### src/logic/dma_addr_count_pkg.sv
// Purpose: shared constants for the four-channel dma address/count block
// Assumes: one 50 MHz clock, registers reached by channel and register select
// Notes: register selects and the address split are local choices
package dma_addr_count_pkg;

   // ==========================================================
   // geometry
   localparam int NUM_CHAN = 4;
   localparam int CHAN_W = 2;
   localparam int SEL_W = 2;
   localparam int ADDR_W = CHAN_W + SEL_W;
   localparam int DATA_W = 32;
   localparam int LOCAL_W = 29;
   localparam int COUNT_W = 26;
   localparam int REMAIN_W = 27;
   localparam int CTRL_W = 11;

   // ==========================================================
   // register selects inside one channel (addr = {chan, sel})
   localparam logic [SEL_W-1:0] SEL_PCI_START = 2'h0;
   localparam logic [SEL_W-1:0] SEL_LOCAL_START = 2'h1;
   localparam logic [SEL_W-1:0] SEL_BYTE_COUNT = 2'h2;
   localparam logic [SEL_W-1:0] SEL_CONTROL = 2'h3;

   // ==========================================================
   // control word and address bit positions
   localparam int START_BIT = 0;
   localparam int FORCE_STOP_BIT = 1;
   localparam int DIR_BIT = 2;
   localparam int PCI_SPACE_SELECT_BIT = 3;
   localparam int LOCAL_ADDRESS_HOLD_BIT = 5;
   localparam int TERM_STATUS_BIT = 6;
   localparam int TERM_IRQ_ENABLE_BIT = 7;
   localparam int END_STATUS_BIT = 8;
   localparam int ALIGN_LO_BIT = 9;
   localparam int ALIGN_HI_BIT = 10;
   localparam int AREA_LO_BIT = 26;
   localparam int AREA_HI_BIT = 28;
   localparam int LW_LO_BITS = 2;
   localparam int HOLD_LO_BITS = 5;

   // ==========================================================
   // reset values, count limit and steps
   localparam logic [DATA_W-1:0] RESET_WORD = 32'h0000_0000;
   localparam logic [REMAIN_W-1:0] REMAIN_MAX = 27'h400_0000;
   localparam logic [REMAIN_W-1:0] LW_STEP = 27'h000_0004;
   localparam logic [DATA_W-1:0] ADDR_STEP = 32'h0000_0004;

endpackage

### src/logic/reg_access_port.sv
// Purpose: one register access port (internal peripheral bus or pci side)
// Assumes: requester holds req_i and its fields stable until ack_o
// Notes: read data is sampled on the taking edge, so it is the pre-write value
`timescale 1ns/100ps
module reg_access_port
   import dma_addr_count_pkg::*;
(
   // clock and reset
   input wire logic clk_i,
   input wire logic rst_n_i,
   // requester side
   input wire logic req_i,
   input wire logic [DATA_W-1:0] rd_value_i,
   // arbitration
   input wire logic grant_i,
   output logic take_o,
   // answer
   output logic ack_o,
   output logic [DATA_W-1:0] rdata_o
);

   logic next_ack;
   logic [DATA_W-1:0] next_rdata;

   // ==========================================================
   // take a request once per hold; ack blocks a second take of the same one
   assign take_o = req_i && grant_i && !ack_o;

   always_comb
   begin
      next_ack = take_o;
      next_rdata = rdata_o;
      if (take_o)
      begin
         next_rdata = rd_value_i;
      end
   end

   always_ff @(posedge clk_i or negedge rst_n_i)
   begin
      if (!rst_n_i)
      begin
         ack_o <= 1'b0;
         rdata_o <= RESET_WORD;
      end
      else
      begin
         ack_o <= next_ack;
         rdata_o <= next_rdata;
      end
   end

endmodule // reg_access_port

### src/logic/pci_dma_address_count.sv
// Purpose: per-channel start addresses, byte counts and control of a pci dma engine
// Assumes: mover answers each offered longword with xfer_ready_i or xfer_error_i
// Notes: both register ports see the same registers; peripheral port wins a tie
// Function
// four channels, each with full register set
// pci start address low two bits ignored
// local start uses bits 28..0, longword aligned
// local bits 28..26 select the bus area
// local address bits 31..29 read zero
// local address is external bus address
// count bits 25..0, zero means 64MB
// longword units only, count low bits ignored
// count reads remaining bytes during transfer
// count bits 31..26 read zero
// software reprograms addresses and count each transfer
// power-on and software reset clear everything; software reset leaves the port ack and read data as they were
// registers reachable from both access ports
// start bit launches, reads one while busy
// termination flag sets always, write one clears
// stop bit forces end and reads one
// direction bit selects pci-to-local or reverse
// each longword advances addresses, count minus four
`timescale 1ns/100ps
module pci_dma_address_count
   import dma_addr_count_pkg::*;
#(
   parameter int CHANNELS = NUM_CHAN
)
(
   // clock and resets
   input wire logic clk_i,
   input wire logic rst_n_i,
   input wire logic soft_rst_i,
   // internal peripheral bus register port
   input wire logic pp_req_i,
   input wire logic pp_we_i,
   input wire logic [ADDR_W-1:0] pp_addr_i,
   input wire logic [DATA_W-1:0] pp_wdata_i,
   output logic pp_ack_o,
   output logic [DATA_W-1:0] pp_rdata_o,
   // pci bus register port
   input wire logic pci_req_i,
   input wire logic pci_we_i,
   input wire logic [ADDR_W-1:0] pci_addr_i,
   input wire logic [DATA_W-1:0] pci_wdata_i,
   output logic pci_ack_o,
   output logic [DATA_W-1:0] pci_rdata_o,
   // longword mover
   output logic xfer_valid_o,
   output logic [CHAN_W-1:0] xfer_chan_o,
   output logic [DATA_W-1:0] xfer_pci_addr_o,
   output logic [LOCAL_W-1:0] xfer_local_addr_o,
   output logic [2:0] xfer_area_o,
   output logic xfer_dir_o,
   output logic xfer_io_space_o,
   output logic [1:0] xfer_align_o,
   input wire logic xfer_ready_i,
   input wire logic xfer_error_i,
   // channel status
   output logic [CHANNELS-1:0] busy_o,
   output logic [CHANNELS-1:0] term_irq_o
);

   // ==========================================================
   // channel state
   logic [DATA_W-1:0] pci_addr [CHANNELS];
   logic [LOCAL_W-1:0] local_addr [CHANNELS];
   logic [REMAIN_W-1:0] remain [CHANNELS];
   logic [CTRL_W-1:0] ctrl [CHANNELS];
   logic [DATA_W-1:0] next_pci_addr [CHANNELS];
   logic [LOCAL_W-1:0] next_local_addr [CHANNELS];
   logic [REMAIN_W-1:0] next_remain [CHANNELS];
   logic [CTRL_W-1:0] next_ctrl [CHANNELS];

   // mover output registers
   logic next_valid;
   logic [CHAN_W-1:0] next_chan;
   logic [DATA_W-1:0] next_out_pci;
   logic [LOCAL_W-1:0] next_out_local;
   logic next_dir;
   logic next_io_space;
   logic [1:0] next_align;

   // access ports
   logic pp_take;
   logic pci_take;
   logic [DATA_W-1:0] pp_rd_value;
   logic [DATA_W-1:0] pci_rd_value;
   logic wr_stb;
   logic [ADDR_W-1:0] wr_addr;
   logic [DATA_W-1:0] wr_data;

   // ==========================================================
   // read view of one register; reserved bits come back as zero
   function automatic logic [DATA_W-1:0] read_reg(input logic [SEL_W-1:0] sel,
      input logic [DATA_W-1:0] pa, input logic [LOCAL_W-1:0] la,
      input logic [REMAIN_W-1:0] rm, input logic [CTRL_W-1:0] ct);
      logic [DATA_W-1:0] v;
      v = RESET_WORD;
      if (sel == SEL_PCI_START)
      begin
         v = pa;
      end
      else if (sel == SEL_LOCAL_START)
      begin
         v = {3'h0, la};
      end
      else if (sel == SEL_BYTE_COUNT)
      begin
         v = {6'h00, rm[COUNT_W-1:0]};
      end
      else
      begin
         v = {21'h00_0000, ct};
      end
      return v;
   endfunction

   // local address step; hold mode keeps the high part and wraps the low five bits
   function automatic logic [LOCAL_W-1:0] step_local(input logic [LOCAL_W-1:0] la,
      input logic hold);
      logic [LOCAL_W-1:0] inc;
      inc = la + ADDR_STEP[LOCAL_W-1:0];
      if (hold)
      begin
         inc = {la[LOCAL_W-1:HOLD_LO_BITS], inc[HOLD_LO_BITS-1:0]};
      end
      return inc;
   endfunction

   // ==========================================================
   // register ports; the peripheral bus wins a same-cycle collision, pci waits
   reg_access_port pp_port
   (
      .clk_i(clk_i),
      .rst_n_i(rst_n_i),
      .req_i(pp_req_i),
      .rd_value_i(pp_rd_value),
      .grant_i(1'b1),
      .take_o(pp_take),
      .ack_o(pp_ack_o),
      .rdata_o(pp_rdata_o)
   );

   reg_access_port pci_port
   (
      .clk_i(clk_i),
      .rst_n_i(rst_n_i),
      .req_i(pci_req_i),
      .rd_value_i(pci_rd_value),
      .grant_i(!pp_take),
      .take_o(pci_take),
      .ack_o(pci_ack_o),
      .rdata_o(pci_rdata_o)
   );

   // read values for both ports from the same channel registers
   assign pp_rd_value = read_reg(pp_addr_i[SEL_W-1:0], pci_addr[pp_addr_i[ADDR_W-1:SEL_W]],
      local_addr[pp_addr_i[ADDR_W-1:SEL_W]], remain[pp_addr_i[ADDR_W-1:SEL_W]],
      ctrl[pp_addr_i[ADDR_W-1:SEL_W]]);
   assign pci_rd_value = read_reg(pci_addr_i[SEL_W-1:0], pci_addr[pci_addr_i[ADDR_W-1:SEL_W]],
      local_addr[pci_addr_i[ADDR_W-1:SEL_W]], remain[pci_addr_i[ADDR_W-1:SEL_W]],
      ctrl[pci_addr_i[ADDR_W-1:SEL_W]]);

   // one write path serves both ports since only one is taken per cycle
   always_comb
   begin
      wr_stb = (pp_take && pp_we_i) || (pci_take && pci_we_i);
      wr_addr = pp_take ? pp_addr_i : pci_addr_i;
      wr_data = pp_take ? pp_wdata_i : pci_wdata_i;
   end

   // ==========================================================
   // per-channel next state: mover beats first, then software writes
   always_comb
   begin
      logic beat;
      logic fault;
      logic ending;
      logic wr_here;
      logic [REMAIN_W-1:0] dec;
      logic [REMAIN_W-1:0] loaded;
      beat = 1'b0;
      fault = 1'b0;
      ending = 1'b0;
      wr_here = 1'b0;
      dec = '0;
      loaded = '0;
      for (int c = 0; c < CHANNELS; c++)
      begin
         next_pci_addr[c] = pci_addr[c];
         next_local_addr[c] = local_addr[c];
         next_remain[c] = remain[c];
         next_ctrl[c] = ctrl[c];
         beat = xfer_valid_o && xfer_ready_i && (xfer_chan_o == CHAN_W'(c))
            && ctrl[c][START_BIT];
         fault = xfer_valid_o && xfer_error_i && (xfer_chan_o == CHAN_W'(c))
            && ctrl[c][START_BIT];
         wr_here = wr_stb && (wr_addr[ADDR_W-1:SEL_W] == CHAN_W'(c));
         dec = remain[c] - LW_STEP;
         ending = 1'b0;
         // a moved longword steps both addresses and the count
         if (beat)
         begin
            next_pci_addr[c] = pci_addr[c] + ADDR_STEP;
            next_local_addr[c] = step_local(local_addr[c],
               ctrl[c][LOCAL_ADDRESS_HOLD_BIT]);
            next_remain[c] = dec;
            if (dec == '0)
            begin
               ending = 1'b1;
               next_ctrl[c][END_STATUS_BIT] = 1'b0;
            end
         end
         // a mover error ends the channel abnormally
         if (fault)
         begin
            ending = 1'b1;
            next_ctrl[c][END_STATUS_BIT] = 1'b1;
         end
         // software writes; address and count writes mid-transfer are honoured as written
         if (wr_here)
         begin
            if (wr_addr[SEL_W-1:0] == SEL_PCI_START)
            begin
               next_pci_addr[c] = wr_data;
            end
            else if (wr_addr[SEL_W-1:0] == SEL_LOCAL_START)
            begin
               next_local_addr[c] = wr_data[LOCAL_W-1:0];
            end
            else if (wr_addr[SEL_W-1:0] == SEL_BYTE_COUNT)
            begin
               next_remain[c] = {1'b0, wr_data[COUNT_W-1:0]};
            end
            else
            begin
               // mode bits; bit 4 and the status bits are not writable
               next_ctrl[c][DIR_BIT] = wr_data[DIR_BIT];
               next_ctrl[c][PCI_SPACE_SELECT_BIT] = wr_data[PCI_SPACE_SELECT_BIT];
               next_ctrl[c][LOCAL_ADDRESS_HOLD_BIT] = wr_data[LOCAL_ADDRESS_HOLD_BIT];
               next_ctrl[c][TERM_IRQ_ENABLE_BIT] = wr_data[TERM_IRQ_ENABLE_BIT];
               next_ctrl[c][ALIGN_HI_BIT:ALIGN_LO_BIT] = wr_data[ALIGN_HI_BIT:ALIGN_LO_BIT];
               if (wr_data[TERM_STATUS_BIT])
               begin
                  next_ctrl[c][TERM_STATUS_BIT] = 1'b0;
               end
               // forced stop only means something while the channel runs
               if (wr_data[FORCE_STOP_BIT] && ctrl[c][START_BIT] && !ending)
               begin
                  ending = 1'b1;
                  next_ctrl[c][FORCE_STOP_BIT] = 1'b1;
                  next_ctrl[c][END_STATUS_BIT] = 1'b1;
               end
               // launch from idle; a start while busy or with stop is ignored
               else if (wr_data[START_BIT] && !wr_data[FORCE_STOP_BIT]
                  && !ctrl[c][START_BIT])
               begin
                  loaded = {1'b0, remain[c][COUNT_W-1:LW_LO_BITS], 2'b00};
                  if (loaded == '0)
                  begin
                     loaded = REMAIN_MAX;
                  end
                  next_remain[c] = loaded;
                  next_ctrl[c][START_BIT] = 1'b1;
                  next_ctrl[c][FORCE_STOP_BIT] = 1'b0;
                  next_ctrl[c][END_STATUS_BIT] = 1'b0;
               end
            end
         end
         // ending sets the flag after any clear, so the event is never lost
         if (ending)
         begin
            next_ctrl[c][START_BIT] = 1'b0;
            next_ctrl[c][TERM_STATUS_BIT] = 1'b1;
         end
         next_ctrl[c][4] = 1'b0;
         // software reset overrides everything in this cycle
         if (soft_rst_i)
         begin
            next_pci_addr[c] = RESET_WORD;
            next_local_addr[c] = RESET_WORD[LOCAL_W-1:0];
            next_remain[c] = RESET_WORD[REMAIN_W-1:0];
            next_ctrl[c] = RESET_WORD[CTRL_W-1:0];
         end
      end
   end

   always_ff @(posedge clk_i or negedge rst_n_i)
   begin
      if (!rst_n_i)
      begin
         for (int c = 0; c < CHANNELS; c++)
         begin
            pci_addr[c] <= RESET_WORD;
            local_addr[c] <= RESET_WORD[LOCAL_W-1:0];
            remain[c] <= RESET_WORD[REMAIN_W-1:0];
            ctrl[c] <= RESET_WORD[CTRL_W-1:0];
         end
      end
      else
      begin
         for (int c = 0; c < CHANNELS; c++)
         begin
            pci_addr[c] <= next_pci_addr[c];
            local_addr[c] <= next_local_addr[c];
            remain[c] <= next_remain[c];
            ctrl[c] <= next_ctrl[c];
         end
      end
   end

   // ==========================================================
   // mover offer: lowest busy channel, built from next state so it is never stale;
   // fixed priority only, the arbitration mode register lives elsewhere
   always_comb
   begin
      next_valid = 1'b0;
      next_chan = '0;
      for (int c = CHANNELS - 1; c >= 0; c--)
      begin
         if (next_ctrl[c][START_BIT])
         begin
            next_valid = 1'b1;
            next_chan = CHAN_W'(c);
         end
      end
      next_out_pci = {next_pci_addr[next_chan][DATA_W-1:LW_LO_BITS], 2'b00};
      next_out_local = {next_local_addr[next_chan][LOCAL_W-1:LW_LO_BITS], 2'b00};
      next_dir = next_ctrl[next_chan][DIR_BIT];
      next_io_space = next_ctrl[next_chan][PCI_SPACE_SELECT_BIT];
      next_align = next_ctrl[next_chan][ALIGN_HI_BIT:ALIGN_LO_BIT];
   end

   always_ff @(posedge clk_i or negedge rst_n_i)
   begin
      if (!rst_n_i)
      begin
         xfer_valid_o <= 1'b0;
         xfer_chan_o <= '0;
         xfer_pci_addr_o <= RESET_WORD;
         xfer_local_addr_o <= RESET_WORD[LOCAL_W-1:0];
         xfer_dir_o <= 1'b0;
         xfer_io_space_o <= 1'b0;
         xfer_align_o <= 2'b00;
      end
      else
      begin
         xfer_valid_o <= next_valid;
         xfer_chan_o <= next_chan;
         xfer_pci_addr_o <= next_out_pci;
         xfer_local_addr_o <= next_out_local;
         xfer_dir_o <= next_dir;
         xfer_io_space_o <= next_io_space;
         xfer_align_o <= next_align;
      end
   end

   // area select rides on the registered local address
   assign xfer_area_o = xfer_local_addr_o[AREA_HI_BIT:AREA_LO_BIT];

   // status levels straight from control flops
   always_comb
   begin
      for (int c = 0; c < CHANNELS; c++)
      begin
         busy_o[c] = ctrl[c][START_BIT];
         term_irq_o[c] = ctrl[c][TERM_STATUS_BIT] && ctrl[c][TERM_IRQ_ENABLE_BIT];
      end
   end

endmodule // pci_dma_address_count

### config.mk
export PLATFORM = sky130hd
export DESIGN_NAME = pci_dma_address_count
export DESIGN_NICKNAME = d
export VERILOG_FILES = /design/src/logic/dma_addr_count_pkg.sv /design/src/logic/reg_access_port.sv /design/src/logic/pci_dma_address_count.sv
export SDC_FILE = /design/constraint.sdc
export NUM_CORES = 2
export LEC_CHECK = 0
export ABC_CLOCK_PERIOD_IN_PS = 9190
export BUFFER_PORTS_ARGS = -buffer_cell sky130_fd_sc_hd__buf_2
export CORE_MARGIN = 2
export CORE_UTILIZATION = 35
export DETAILED_ROUTE_END_ITERATION = 10
export PLACE_DENSITY_LB_ADDON = 0.1
export SLEW_MARGIN = 30
export SYNTH_ARGS = -nofsm -noshare
export SYNTH_HDL_FRONTEND = slang
export SYNTH_SLANG_ARGS = --single-unit
### constraint.sdc
create_clock -name clk_i -period 9.19 [get_ports clk_i]
set_clock_uncertainty 0.05 [all_clocks]
set_input_delay 2.757 -clock clk_i [delete_from_list [all_inputs] [get_ports clk_i]]
set_output_delay 2.757 -clock clk_i [all_outputs]
set_load 0.005 [all_outputs]
==> flow_summary.toml <==
[yosys]
synthFlopType = "dfrtp_1"
synth_xor_area_share_pct = 6.040
synth_cells = 3810
yosys.area_share.simple_pct = 18.12
synth_top_family_by_area = "multiplexers"
synth_area_um2 = 36250
ys_seq_area_share_pct = 36.03
ys_warn_count = 0
ys_types = 85
synthAdderAreaFrac_pct = 0.6558
synth-async-reset-ratio_pct = 100.0
ys_seq_elements = 522
synth_mux_area_share_pct = 20.37
synth-compound-area-share_pct = 14.27
synth_edf_count = 0
postSynthAreaPerCell_um2 = 9.514

[timing]
rsz0062_at_grt = "false"
min_period_over_period_pct = 79.30
fin_crit_ns = 7.288
relSlewSlack_pct = 26.90
max_clock_freq_mhz = 137.2
finalMaxSlewViolations = 0
tightestPinTransition_ns = 1.074
setup_violations = 0
setup_tns_ns = 0
finalHoldViolCount = 0

[grt]
grt_pass1_vias = 31290
grt_antenna_before_repair = 5
grt_use_total_pct = 31.10
grt_pass1_wl_mm = 239.7
grt_max_degree = 135
overflow = 0

[min_path]
worstHoldPathCells = 2
holdCritPathClass = "register to register"

[clocking]
cts_buffer_depth = 3
cts.sinks = 522
ctsHtreeMaxLevel = 3
clk-insertion-delay-late_ns = 0.65
path_clk_slew_ns = 0.06
post_cts_resized = 0
cts-root-buf = "clkbuf_16"
numCtsBuffers = 67
cts_tree = "built"
post_cts_buffers = 0
cts.hold.buffers_added = 0

[route]
num_vias = 32840
wl_mm = 168.0
drt_first_pass_iters = 5
ant_nets = 0
drt_iter0_drc = 3604
drc = 0
wl_per_cell_um = 31.85
via_per_inst = 6.227

[die]
initial_core_util_pct = 35.18
rows = 118
die_h_um = 325.8
dieArea_um2 = 106200
ioPinCount = 226
dieWidth_um = 325.8
core_um2 = 103100

[finish]
fin_util_pct = 39.78
n_fill_cell = 10360
area_delta_synth_final_pct = 13.09
drive_gt1_share_pct = 18.04
nets = 3950
finalInstanceArea_um2 = 40990

[critical_path]
cp.depth = 19
reg2regPathDepth = 15
endpoint_kind = "register"
slowest_stage = "and2_4"
crit_type = "input pin to register"
startpoint_type = "input pin"
cp_top_family = "buffers and inverters"
crit_buf_inv = 6
worst-path-max-fanout = 60
arrival_ns = 7.73
crit_chain = "buf_2 -> nand2b_2 -> buf_4 -> nand2_1 -> nand2_1 -> inv_1 -> ha_1 -> nor2_1 -> buf_4 -> nand2_1 -> a21oi_1 -> buf_4 -> a21oi_1 -> a2111o_1 -> o2bb2ai_1 -> and2_4 -> buf_4 -> mux2i_1 -> mux2i_1"
path_common_cell = "buf_4"
cpPeakStageDelay_ns = 0.77
cp.required_ns = 9.64

[placed_design]
place_area_um2 = 38730
dp_hpwl_mm = 121.1
gp_congestion = 0.9519
port_buffers = 221

[power_and_ir_drop]
total_power_mw = 5.972
peakVddDrop_uv = 109.5
p_leak_nw = 16.55
powerDensity_nw_per_um2 = 145.7

[outcome]
status = "completed"

[job]
maxCapViolCount = 0
==> metrics by stage <==
stage | setup slack [ns] | cells | hold slack (ns)
after global placement | 1.406 | 5158 | 0.4062
after detailed placement | 1.309 | 5160 | 0.4073
after CTS | 1.984 | 5271 | 0.4216
after floorplan | 2.334 | 3813 | 0.4198
after global routing | 1.547 | 5272 | 0.4502
final | 1.902 | 5274 | 0.4169
==> logic make-up after synthesis <==
| family | Yosys count |
|---|---|
| adder cells (fa/ha/maj) | 19 |
| multiplexers | 470 |
| XOR/XNOR | 250 |
| AO/OA/AOI/OAI | 778 |
| flip-flops | 522 |
| other | 1 |
| buffers and inverters | 396 |
| AND/OR/NAND/NOR | 1374 |
==> state kept, by name (all words and copies together) (netlist names), 4 cells and up <==
| register | cells |
|---|---|
| local_addr | 116 |
| remain | 108 |
| ctrl | 36 |
| busy_o | 4 |
| pci_port.rdata_o | 32 |
| pci_addr | 128 |
| xfer_pci_addr_o | 30 |
| pp_port.rdata_o | 32 |
| xfer_local_addr_o | 27 |
==> final timing paths <==
kind                                        to                start  slack (ns)
setup / recovery           xfer_pci_addr_o[19]             pp_req_i        1.90
hold / removal             pci_port.rdata_o[9]  pci_port.rdata_o[9]        0.42
setup reg to reg           xfer_pci_addr_o[19]        pp_port.ack_o        3.48
hold reg to reg            pci_port.rdata_o[9]  pci_port.rdata_o[9]        0.42
max in group asynchronous             ctrl[30]              rst_n_i        5.61
min in group asynchronous         pci_addr[82]              rst_n_i        2.09
==> worst reg2reg max path, delay by kind of cell (launching register included) <==
kind	cells	cell delay, ns
and+or+nand+nor	4	1.42
buffers and inverters	4	1.47
adders and majority gates	1	0.69
muxes	3	0.78
AOI/OAI and AO/OA	3	0.68
DFF	1	0.47
==> layout make-up <==
cell class	instances	area, µm²	area share [%]
antenna	2	5.005	0.01221
clock buffer	92	1923	4.691
clock inverter	19	307.8	0.7508
inverter	57	216.5	0.5280
multi-input combinational	2895	21840	53.28
sequential	522	13060	31.87
tap	1380	1727	4.212
timing repair buffer	307	1911	4.661
==> report_power, final <==
part,switching [mW],total (mW),internal [mW]
clock,1.13,2.81,1.68
combinational,0.525,0.758,0.232
sequential,0.0657,2.41,2.34
total,1.72,5.97,4.25
==> metal layers <==
metal | wire length (µm) | vias to the layer above | GRT usage, %
li1 | - | 14220 | -
met1 | 69710 | 16760 | 42.06
met2 | 77340 | 1536 | 49.22
met3 | 13200 | 328 | 5.657
met4 | 7710 | 2 | 12.70
met5 | 13 | - | 0
==> synthesized netlist by cell type, types with 44 or more instances <==
cell type	number	area, µm²
a21oi_1	158	790.8
dfrtp_1	522	13060
a211oi_1	238	1787
a22o_1	44	385.4
nand2_1	349	1310
nor2_1	504	1892
o21ai_0	142	710.7
clkbuf_1	274	1028
xnor2_1	144	1261
nand3_1	84	420.4
mux2i_1	253	2532
inv_1	55	206.5
nor3_1	90	450.4
mux4_2	214	4820
xor2_1	106	928.4
nand4_1	69	431.7
==> cells in the final DEF (no fill, tap or decap), drive strengths merged, types with 106 or more instances in the layout <==
cell type    n
xnor2      144
buf        307
a21oi      158
a211oi     239
mux4       214
mux2i      253
dfrtp      522
xor2       106
o21ai      150
nand2      349
nor2       504
Note: power is estimated with default switching activity, not from simulation.
